## config.mk

```make
export PLATFORM = sky130hd
export DESIGN_NAME = pwm_timer
export DESIGN_NICKNAME = d
export VERILOG_FILES = /design/src/pwm_timer_pkg.sv /design/src/dead_gap.sv /design/src/pwm_timer.sv
export SDC_FILE = /design/constraint.sdc
export NUM_CORES = 1
export LEC_CHECK = 0
export ABC_AREA = 1
export BUFFER_PORTS_ARGS = -buffer_cell sky130_fd_sc_hd__buf_4
export CAP_MARGIN = 30
export CORE_MARGIN = 2
export CORE_UTILIZATION = 43
export DETAILED_ROUTE_END_ITERATION = 7
export PLACE_DENSITY = 0.73
export SLEW_MARGIN = 20
export SYNTH_ARGS = -nofsm -noshare
export SYNTH_HDL_FRONTEND = slang
export SYNTH_SLANG_ARGS = --single-unit
```

## constraint.sdc

```tcl
create_clock -name i_clk -period 2.25 [get_ports i_clk]
set_input_delay 0.3375 -clock i_clk [delete_from_list [all_inputs] [get_ports i_clk]]
set_output_delay 0.3375 -clock i_clk [all_outputs]
set_load 0.03 [all_outputs]
```

## src/pwm_timer_pkg.sv

```systemverilog
// Shared constants of the center/complementary PWM timer: register map, field layout, reset values.
// Assumes a 32-bit APB register bus with byte addresses and one timer clock.
package pwm_timer_pkg;

  // ==========================================================================
  // Sizes
  localparam int CNT_W = 16;
  localparam int NUM_CH = 8;
  localparam int NUM_PAIR = 4;
  localparam int DT_W = 6;
  localparam int ADDR_W = 8;

  // ==========================================================================
  // Register byte addresses
  localparam logic [ADDR_W-1:0] ADDR_SC = 8'h00;
  localparam logic [ADDR_W-1:0] ADDR_CNT = 8'h04;
  localparam logic [ADDR_W-1:0] ADDR_MOD = 8'h08;
  localparam logic [ADDR_W-1:0] ADDR_INIT = 8'h0c;
  localparam logic [ADDR_W-1:0] ADDR_MODE = 8'h10;
  localparam logic [ADDR_W-1:0] ADDR_PAIR = 8'h14;
  localparam logic [ADDR_W-1:0] ADDR_DEAD = 8'h18;
  localparam logic [ADDR_W-1:0] ADDR_SUMMARY = 8'h1c;
  // Channel n status/control at 8'h40 + 8n, its value at 8'h44 + 8n.
  localparam logic [1:0] CH_REGION = 2'h1;

  // ==========================================================================
  // Field positions
  localparam int SC_TOF = 7;
  localparam int SC_OVERFLOW_IRQ_ENABLE = 6;
  localparam int SC_CENTER = 5;
  localparam int SC_RUN = 3;
  localparam int MODE_WPDIS = 0;
  localparam int MODE_EXT = 1;
  localparam int MODE_QUAD = 2;
  localparam int PAIR_STRIDE = 8;
  localparam int PF_COMBINE = 0;
  localparam int PF_COMP = 1;
  localparam int PF_DECAP = 2;
  localparam int PF_DTE = 4;
  localparam int CH_FLAG = 7;
  localparam int CH_IE = 6;
  localparam int CH_MS_HI = 5;
  localparam int CH_MS_LO = 4;
  localparam int CH_ELS_HI = 3;
  localparam int CH_ELS_LO = 2;

  // ==========================================================================
  // Encodings and reset values
  localparam logic [1:0] MS_COMPARE = 2'h1;
  localparam logic [1:0] ELS_TOGGLE = 2'h1;
  localparam logic [1:0] ELS_CLEAR = 2'h2;
  localparam logic [1:0] ELS_SET = 2'h3;
  localparam logic [CNT_W-1:0] CNT_ONE = 16'h0001;
  localparam logic [CNT_W-1:0] MOD_RST = 16'hffff;
  localparam logic [CNT_W-1:0] INIT_RST = 16'h0000;
  localparam logic [7:0] BYTE_RST = 8'h00;
  localparam logic [31:0] WORD_RST = 32'h0000_0000;
  localparam logic [DT_W-1:0] DT_ZERO = 6'h00;
  localparam logic [DT_W-1:0] DT_ONE = 6'h01;

  typedef enum logic {DIR_UP, DIR_DOWN} count_dir_t;

endpackage : pwm_timer_pkg

```

## src/dead_gap.sv

```systemverilog
// One output of a complementary pair with its dead interval.
// Assumes the caller supplies the undelayed level and the gap length in timer clocks.
`timescale 1ns/10ps
module dead_gap (
  // Clock and reset
  input wire logic i_clk,
  input wire logic i_nrst,
  // Gap control
  input wire logic i_en,
  input wire logic [pwm_timer_pkg::DT_W-1:0] i_len,
  // Level in and out
  input wire logic i_in,
  output logic o_out
);
  import pwm_timer_pkg::*;

  logic [DT_W-1:0] wait_cnt;
  logic [DT_W-1:0] next_wait_cnt;
  logic next_out;

  // ==========================================================================
  // Only the inactive-to-active edge waits; falling is immediate so both sides are low in the gap.
  always_comb begin
    next_wait_cnt = DT_ZERO;
    next_out = 1'b0;
    if (!i_en) begin
      next_out = i_in;
    end else if (i_in) begin
      if (wait_cnt >= i_len) begin
        next_out = 1'b1;
        next_wait_cnt = wait_cnt;
      end else begin
        next_wait_cnt = wait_cnt + DT_ONE;
      end
    end
  end

  always_ff @(posedge i_clk) begin
    if (!i_nrst) begin
      wait_cnt <= DT_ZERO;
      o_out <= 1'b0;
    end else begin
      wait_cnt <= next_wait_cnt;
      o_out <= next_out;
    end
  end

endmodule : dead_gap

```

## src/pwm_timer.sv

```systemverilog
// Eight-channel timer/PWM with one shared counter, complementary pairs, dead time and combined pairs.
// Assumes an APB master on the timer clock; the PWM pins feed gate drivers outside.
// How it works
// - Center mode counts initial value up to modulo, then back down, repeatedly.
// - Center-mode levels derive from the counter value, so pulses are symmetric about initial value.
// - Center counting needs quadrature, dual capture, combine clear and center bit set.
// - Complementary pair without dead time: odd output is the inverse of even.
// - Complement bit set makes a pair complementary in edge or center counting.
// - Dead-time bit set together with complement bit keeps both pair outputs inactive around each transition.
// - Combined pair needs extended, no quadrature, no dual capture, combine, no center, complement.
// - Combined pairs work only with up-counting; center bit disables combining.
// - Combined even output is active between even match and odd match.
// - Mode select 01 with edge/level 01 and plain pair makes a toggle divider.
// - Divider output toggles at each match, period twice the counter span.
// - All channels share one counter; in the toggle divider the channel value only sets the phase.
// - Counter matching channel value sets its flag; with enable it interrupts.
// - Counter wraparound sets overflow flag; with its enable it interrupts.
// - Overflow recurs once per counter period; a match once in edge counting, twice in center counting unless at modulo or initial value.
// - All sources merge onto one interrupt line; software finds and clears flags.
// - A summary register shows all channel flags in one read.
// - Edge counting reloads initial value after modulo; outputs change on matches.
// - Edge period is modulo minus initial plus one; width set by channel value.
// - Edge/level 10 gives high-true pulses, X1 gives low-true pulses.
//
// The placing of the registers and the APB interface to the registers are this design's own decisions.
`timescale 1ns/10ps
module pwm_timer (
  // Clock and reset
  input wire logic i_clk,
  input wire logic i_nrst,
  // APB slave
  input wire logic i_psel,
  input wire logic i_penable,
  input wire logic i_pwrite,
  input wire logic [pwm_timer_pkg::ADDR_W-1:0] i_paddr,
  input wire logic [31:0] i_pwdata,
  output logic o_pready,
  output logic [31:0] o_prdata,
  output logic o_pslverr,
  // Timer outputs
  output logic [pwm_timer_pkg::NUM_CH-1:0] o_pwm,
  output logic o_irq
);
  import pwm_timer_pkg::*;

  // ==========================================================================
  // State
  logic [7:0] sc, next_sc;
  logic [CNT_W-1:0] cnt, next_cnt, modulo_value, next_mod, init, next_init;
  logic [2:0] mode, next_mode;
  logic [31:0] pair_cfg, next_pair_cfg;
  logic [DT_W-1:0] dead, next_dead;
  logic [7:0] chcs [NUM_CH];
  logic [7:0] next_chcs [NUM_CH];
  logic [CNT_W-1:0] cv [NUM_CH];
  logic [CNT_W-1:0] next_cv [NUM_CH];
  logic [NUM_CH-1:0] oc, next_oc;
  count_dir_t dir, next_dir;
  logic next_pready, next_pslverr, next_irq;
  logic [31:0] next_prdata, rd_mux;

  // ==========================================================================
  // Decode
  logic setup, wr, ch_sel, ch_val_sel, addr_ok, run, center_active, ovf_evt;
  logic [2:0] ch_idx;
  logic [NUM_PAIR-1:0] comb_en, comp_en, decap_en, dte_en, combined;
  logic [NUM_CH-1:0] match, indep, raw, flags, ies;

  assign setup = i_psel && !i_penable;
  // Unmapped or misaligned writes are dropped here, so they can never alias onto a channel register.
  assign wr = i_psel && i_penable && o_pready && i_pwrite && addr_ok;
  assign ch_sel = i_paddr[7:6] == CH_REGION;
  assign ch_idx = i_paddr[5:3];
  assign ch_val_sel = i_paddr[2];
  assign addr_ok = (i_paddr[1:0] == 2'h0) && (ch_sel || (i_paddr <= ADDR_SUMMARY));
  assign run = sc[SC_RUN];

  always_comb begin
    for (int p = 0; p < NUM_PAIR; p++) begin
      comb_en[p] = pair_cfg[p * PAIR_STRIDE + PF_COMBINE];
      comp_en[p] = pair_cfg[p * PAIR_STRIDE + PF_COMP];
      decap_en[p] = pair_cfg[p * PAIR_STRIDE + PF_DECAP];
      dte_en[p] = pair_cfg[p * PAIR_STRIDE + PF_DTE];
      combined[p] = mode[MODE_EXT] && !mode[MODE_QUAD] && !decap_en[p] && comb_en[p] &&
                    !sc[SC_CENTER] && comp_en[p];
    end
    for (int c = 0; c < NUM_CH; c++) begin
      flags[c] = chcs[c][CH_FLAG];
      ies[c] = chcs[c][CH_IE];
    end
  end

  // Any pair in combine or dual capture forces up-counting for the whole timer.
  assign center_active = sc[SC_CENTER] && !mode[MODE_QUAD] && !(|decap_en) && !(|comb_en);

  // ==========================================================================
  // Shared counter
  always_comb begin
    next_cnt = cnt;
    next_dir = dir;
    ovf_evt = 1'b0;
    if (wr && !ch_sel && i_paddr == ADDR_CNT) begin
      next_cnt = init;
      next_dir = DIR_UP;
    end else if (run) begin
      if (center_active) begin
        case (dir)
          DIR_UP: begin
            if (cnt >= modulo_value) begin
              next_cnt = cnt - CNT_ONE;
              next_dir = DIR_DOWN;
            end else begin
              next_cnt = cnt + CNT_ONE;
            end
          end
          DIR_DOWN: begin
            if (cnt <= init) begin
              next_cnt = cnt + CNT_ONE;
              next_dir = DIR_UP;
              ovf_evt = 1'b1;
            end else begin
              next_cnt = cnt - CNT_ONE;
            end
          end
          default: next_dir = DIR_UP;
        endcase
      end else begin
        next_dir = DIR_UP;
        if (cnt >= modulo_value) begin
          next_cnt = init;
          ovf_evt = 1'b1;
        end else begin
          next_cnt = cnt + CNT_ONE;
        end
      end
    end
  end

  always_ff @(posedge i_clk) begin
    if (!i_nrst) begin
      cnt <= INIT_RST;
      dir <= DIR_UP;
    end else begin
      cnt <= next_cnt;
      dir <= next_dir;
    end
  end

  // ==========================================================================
  // Channel levels
  always_comb begin
    for (int c = 0; c < NUM_CH; c++) begin
      match[c] = run && (cnt == cv[c]);
      // Levels follow the counter value, so both ramps of center mode mirror each other.
      if (chcs[c][CH_ELS_HI:CH_ELS_LO] == ELS_CLEAR) begin
        indep[c] = cnt < cv[c];
      end else begin
        indep[c] = !(cnt < cv[c]);
      end
      if (!center_active && !chcs[c][CH_MS_HI]) begin
        indep[c] = oc[c];
      end
      next_oc[c] = oc[c];
      if (match[c] && !center_active && !comb_en[c / 2] && !decap_en[c / 2] &&
          chcs[c][CH_MS_HI:CH_MS_LO] == MS_COMPARE) begin
        case (chcs[c][CH_ELS_HI:CH_ELS_LO])
          ELS_TOGGLE: next_oc[c] = !oc[c];
          ELS_CLEAR: next_oc[c] = 1'b0;
          ELS_SET: next_oc[c] = 1'b1;
          default: next_oc[c] = oc[c];
        endcase
      end
    end
    for (int p = 0; p < NUM_PAIR; p++) begin
      raw[2 * p] = indep[2 * p];
      if (combined[p]) begin
        raw[2 * p] = (cnt >= cv[2 * p]) && (cnt < cv[2 * p + 1]);
        if (chcs[2 * p][CH_ELS_LO]) begin
          raw[2 * p] = !raw[2 * p];
        end
      end
      raw[2 * p + 1] = comp_en[p] ? !raw[2 * p] : indep[2 * p + 1];
    end
  end

  always_ff @(posedge i_clk) begin
    if (!i_nrst) begin
      oc <= BYTE_RST;
    end else begin
      oc <= next_oc;
    end
  end

  // Each output is registered inside its gap stage, so all pins share one cycle of latency.
  for (genvar g = 0; g < NUM_CH; g++) begin : g_gap
    dead_gap u_gap (
      .i_clk(i_clk),
      .i_nrst(i_nrst),
      .i_en(dte_en[g / 2] && comp_en[g / 2]),
      .i_len(dead),
      .i_in(raw[g]),
      .o_out(o_pwm[g])
    );
  end

  // ==========================================================================
  // Registers and APB
  always_comb begin
    next_sc = sc;
    next_mod = modulo_value;
    next_init = init;
    next_mode = mode;
    next_pair_cfg = pair_cfg;
    next_dead = dead;
    next_chcs = chcs;
    next_cv = cv;
    if (wr && !ch_sel) begin
      case (i_paddr)
        ADDR_SC: next_sc = {sc[SC_TOF] && i_pwdata[SC_TOF], i_pwdata[SC_TOF-1:0]};
        ADDR_MOD: if (mode[MODE_WPDIS]) next_mod = i_pwdata[CNT_W-1:0];
        ADDR_INIT: if (mode[MODE_WPDIS]) next_init = i_pwdata[CNT_W-1:0];
        ADDR_MODE: next_mode = i_pwdata[2:0];
        ADDR_PAIR: next_pair_cfg = i_pwdata;
        ADDR_DEAD: next_dead = i_pwdata[DT_W-1:0];
        default: next_sc = sc;
      endcase
    end else if (wr && ch_val_sel) begin
      if (mode[MODE_WPDIS]) next_cv[ch_idx] = i_pwdata[CNT_W-1:0];
    end else if (wr) begin
      next_chcs[ch_idx] = {chcs[ch_idx][CH_FLAG] && i_pwdata[CH_FLAG], i_pwdata[CH_FLAG-1:0]};
    end
    // A hardware event in the same cycle as a software clear keeps the flag set.
    if (ovf_evt) next_sc[SC_TOF] = 1'b1;
    for (int c = 0; c < NUM_CH; c++) begin
      if (match[c]) next_chcs[c][CH_FLAG] = 1'b1;
    end
  end

  always_comb begin
    rd_mux = WORD_RST;
    if (ch_sel) begin
      rd_mux = ch_val_sel ? {16'h0000, cv[ch_idx]} : {24'h000000, chcs[ch_idx]};
    end else begin
      case (i_paddr)
        ADDR_SC: rd_mux = {24'h000000, sc};
        ADDR_CNT: rd_mux = {16'h0000, cnt};
        ADDR_MOD: rd_mux = {16'h0000, modulo_value};
        ADDR_INIT: rd_mux = {16'h0000, init};
        ADDR_MODE: rd_mux = {29'h00000000, mode};
        ADDR_PAIR: rd_mux = pair_cfg;
        ADDR_DEAD: rd_mux = {26'h0000000, dead};
        ADDR_SUMMARY: rd_mux = {24'h000000, flags};
        default: rd_mux = WORD_RST;
      endcase
    end
    next_pready = setup;
    next_pslverr = setup && !addr_ok;
    next_prdata = (setup && !i_pwrite && addr_ok) ? rd_mux : o_prdata;
    next_irq = (|(flags & ies)) || (sc[SC_TOF] && sc[SC_OVERFLOW_IRQ_ENABLE]);
  end

  always_ff @(posedge i_clk) begin
    if (!i_nrst) begin
      sc <= BYTE_RST;
      modulo_value <= MOD_RST;
      init <= INIT_RST;
      mode <= 3'h0;
      pair_cfg <= WORD_RST;
      dead <= DT_ZERO;
      for (int c = 0; c < NUM_CH; c++) begin
        chcs[c] <= BYTE_RST;
        cv[c] <= INIT_RST;
      end
      o_pready <= 1'b0;
      o_pslverr <= 1'b0;
      o_prdata <= WORD_RST;
      o_irq <= 1'b0;
    end else begin
      sc <= next_sc;
      modulo_value <= next_mod;
      init <= next_init;
      mode <= next_mode;
      pair_cfg <= next_pair_cfg;
      dead <= next_dead;
      chcs <= next_chcs;
      cv <= next_cv;
      o_pready <= next_pready;
      o_pslverr <= next_pslverr;
      o_prdata <= next_prdata;
      o_irq <= next_irq;
    end
  end
endmodule : pwm_timer

```

==> results.cfg <==
[logic_synthesis]
synth-seq-cells = 389
seq_area_frac_synth = 0.3434
synthTopCellsByCount = inv_1 (422), a21oi_1 (389), dfxtp_1 (389), nand2_1 (382), nor2_1 (276)
yosys_warnings = 0
synth_xor_area_frac = 0.01699
yosys.area_share.simple = 0.1743
netlist.area_leader.share = 0.3434
ys_types = 51
synth_edf_count = 0
syn_inst = 3114
synth_fa_ha_area_frac = 0.1203
synth.avg_cell_area_um2 = 7.283
yosysMostFrequentCell = inv_1
synth_compound_area_frac = 0.2332
synth.area.top_cells = dfxtp_1 (34%), ha_1 (12%), a21oi_1 (8.6%), inv_1 (7.0%), nand2_1 (6.3%)
async_flop_share = 0
synth_mux_area_frac = 0.001986
yosys.area.top_type = dfxtp_1
synth.net_count = 3377
syn_area_mm2 = 0.02268
synth_top_family_by_area = compound AO/OA/AOI/OAI gates
synth_top_flop_cell = dfxtp_1

[cells_and_area]
multi_input_area_mm2 = 0.01342
nFillCells = 4802
fin_nets = 3633
final_cell_count_no_fill = 4094
drive_gt1_frac = 0.2008
antenna_cells = 0
seq_area_mm2 = 0.007834
areaGrowthSynthToFinish_pct = 25.52

[worst_setup_path]
start_kind = register
arrival_ns = 2.79
crit_type = reg2reg
startpoint = cnt[14]
worst_setup_path_end_kind = register
crit_required_ns = 2.74
worstReg2RegStart = cnt[14]
critPathMaxFanout = 7

[global_routing]
grt_usage = 0.2661
grt_max_degree = 138
gr-total-overflow = 0
grt_pass1_vias = 20990
grt_pass1_wl_um = 114200
antenna_found_initial = 0

[floorplan]
fp.dieW_um = 233.7
start_util = 0.4333
die_h_um = 233.7
io_pins = 88
dieArea_mm2 = 0.05459
core_area_mm2 = 0.05234
placementRows = 84

[status]
outcome = finished with violations
violations = negative setup slack

[route]
vias = 22950
firstDrtPassIters = 5
wl_per_cell_um = 18.58
routed_via_density = 5.606
drt_iter0_markers = 2176
drc = 0
antenna_left = 0
routed_wl_um = 76080

[sta]
drv_slew = 0
worst_pin_slew_ns = 0.7529
period_needed_ns = 2.305
timing.slew.headroom = 0.4973
period_share = 1.024
rsz0062_at_grt = yes
setup_ws_ns = -0.05475
fmax_mhz = 433.9
skew_ns = 0.01673
hold_violations = 0
final-setup-viol-count = 10
worst_hold_slack_ns = 0.008439

[job]
max_cap_violations = 0

[placed_design]
port_buffers = 87
gp_congestion = 0.9750
dp_worst_setup_slack_ns = -0.2493
hpwl_um = 53520
dp_cells = 3981

[clock_tree]
cts_tree = yes
cts.htree.levels = 2
cts-root-buf = clkbuf_16
insertion_delay_ns = 0.60
cts.sinks = 389
clkTransAtPathRegs_ns = 0.06
clockBufferDepth = 3
numCtsBuffers = 44

[power]
finalPower_uw = 14960
power_density_mw_per_mm2 = 525.5
peakVddDrop_mv = 0.5457
leakage_uw = 0.01218

[hold_path]
hold_class = in2reg
hold_start = i_psel
-- flip-flops by register name, indices dropped and copies added (netlist names), 16 cells and up --
signal,flops
g_gap.u_gap.wait_cnt,48
chcs,64
cnt,16
cv,128
init,16
modulo_value,16
pair_cfg,32
o_prdata,32
-- metal layers --
metal  vias to the layer above  global-route usage  wire, um  share of wire
met3                       208             0.04272      6868          0.090
met1                     10590              0.3543     31800           0.42
met2                      1059              0.4154     33580           0.44
met4                         0              0.1349      3825          0.050
li1                      11100                   -         -              -
met5                         -                   0         0              0
-- cell type report --
| type | instances | share of cell area |
|---|---|---|
| multi-input combinational | 2132 | 0.4713 |
| sequential | 389 | 0.2752 |
| inverter | 434 | 0.05740 |
| clock inverter | 15 | 0.006549 |
| clock buffer | 67 | 0.04558 |
| tap | 688 | 0.03024 |
| timing repair buffer | 369 | 0.1138 |
-- worst max-delay path: stages (launching register included) --
cell and delay, ns:
dfxtp_4 0.36, buf_12 0.14, buf_6 0.12, ha_4 0.25, nand4_1 0.13, nor3_2 0.20
buf_4 0.16, nand3b_1 0.13, buf_4 0.18, nor2_4 0.08, inv_2 0.05, nor2_4 0.13
nand2_1 0.08, a22oi_2 0.14, nor2_1 0.05
-- through the flow --
stage	cell area, um^2	utilization	TNS [ns]
after global routing	28470	0.5439	-5.120
after global placement	25580	0.4887	-10.80
after floorplan	22680	-	0
after detailed placement	25580	0.4887	-18.92
final	28470	0.5439	-0.2474
after CTS	27350	0.5225	-0.04511
-- path summary, 6_finish.rpt --
| path | to | slack (ns) | depth (start not counted) |
|---|---|---|---|
| setup / recovery | oc[2] | -0.05 | 14 |
| setup reg to reg | oc[2] | -0.05 | 14 |
| hold reg to reg | chcs[0] | 0.44 | 2 |
| hold / removal | o_pready | 0.008 | 3 |
-- power breakdown --
| group | internal, uW | total [uW] | leakage, uW | switching (uW) |
|---|---|---|---|---|
| combinational | 199 | 621 | 0.00830 | 423 |
| sequential | 6880 | 6880 | 0.00314 | 4.43 |
| clock | 4350 | 7460 | 0.000731 | 3100 |
-- timing repair --
| item | CTS | global route |
|---|---|---|
| endpoints found under the hold margin | 15 | 0 |
| buffers inserted | 2 | 15 |
| setup endpoints to repair | 79 | 81 |
| gates cloned | 1 | 1 |
| gates resized for setup | 43 | 246 |
| hold buffers | 15 | 0 |
| pin swaps | 5 | 77 |
-- cell families (layout without fill, tap and decap cells) --
logic type,Yosys count,count (layout)
xor+xnor,44,44
fa+ha+maj,218,218
mux,4,4
flops,389,389
compound gates,954,954
buf+inv,594,885
simple gates,911,912
-- cell usage in the layout (no fill, tap or decap), drive strengths merged, types with 4 or more instances in the layout --
cell	n
nand3b	5
a21oi	390
o21bai	23
o41ai	7
nand2	394
nand3	123
a31oi	17
o21a	10
o22ai	86
inv	433
o2111ai	12
xnor2	9
a22oi	13
a221oi	15
nor4	8
nor3b	9
dlygate4sd3	15
nand2b	4
nor3	31
xor2	35
buf	352
clkbuf	69
nand4	43
ha	218
o211ai	28
o21ai	335
clkinv	12
or2	9
mux2	4
nor2	283
o221ai	7
dfxtp	389
Note: power is estimated with default switching activity, not from simulation.
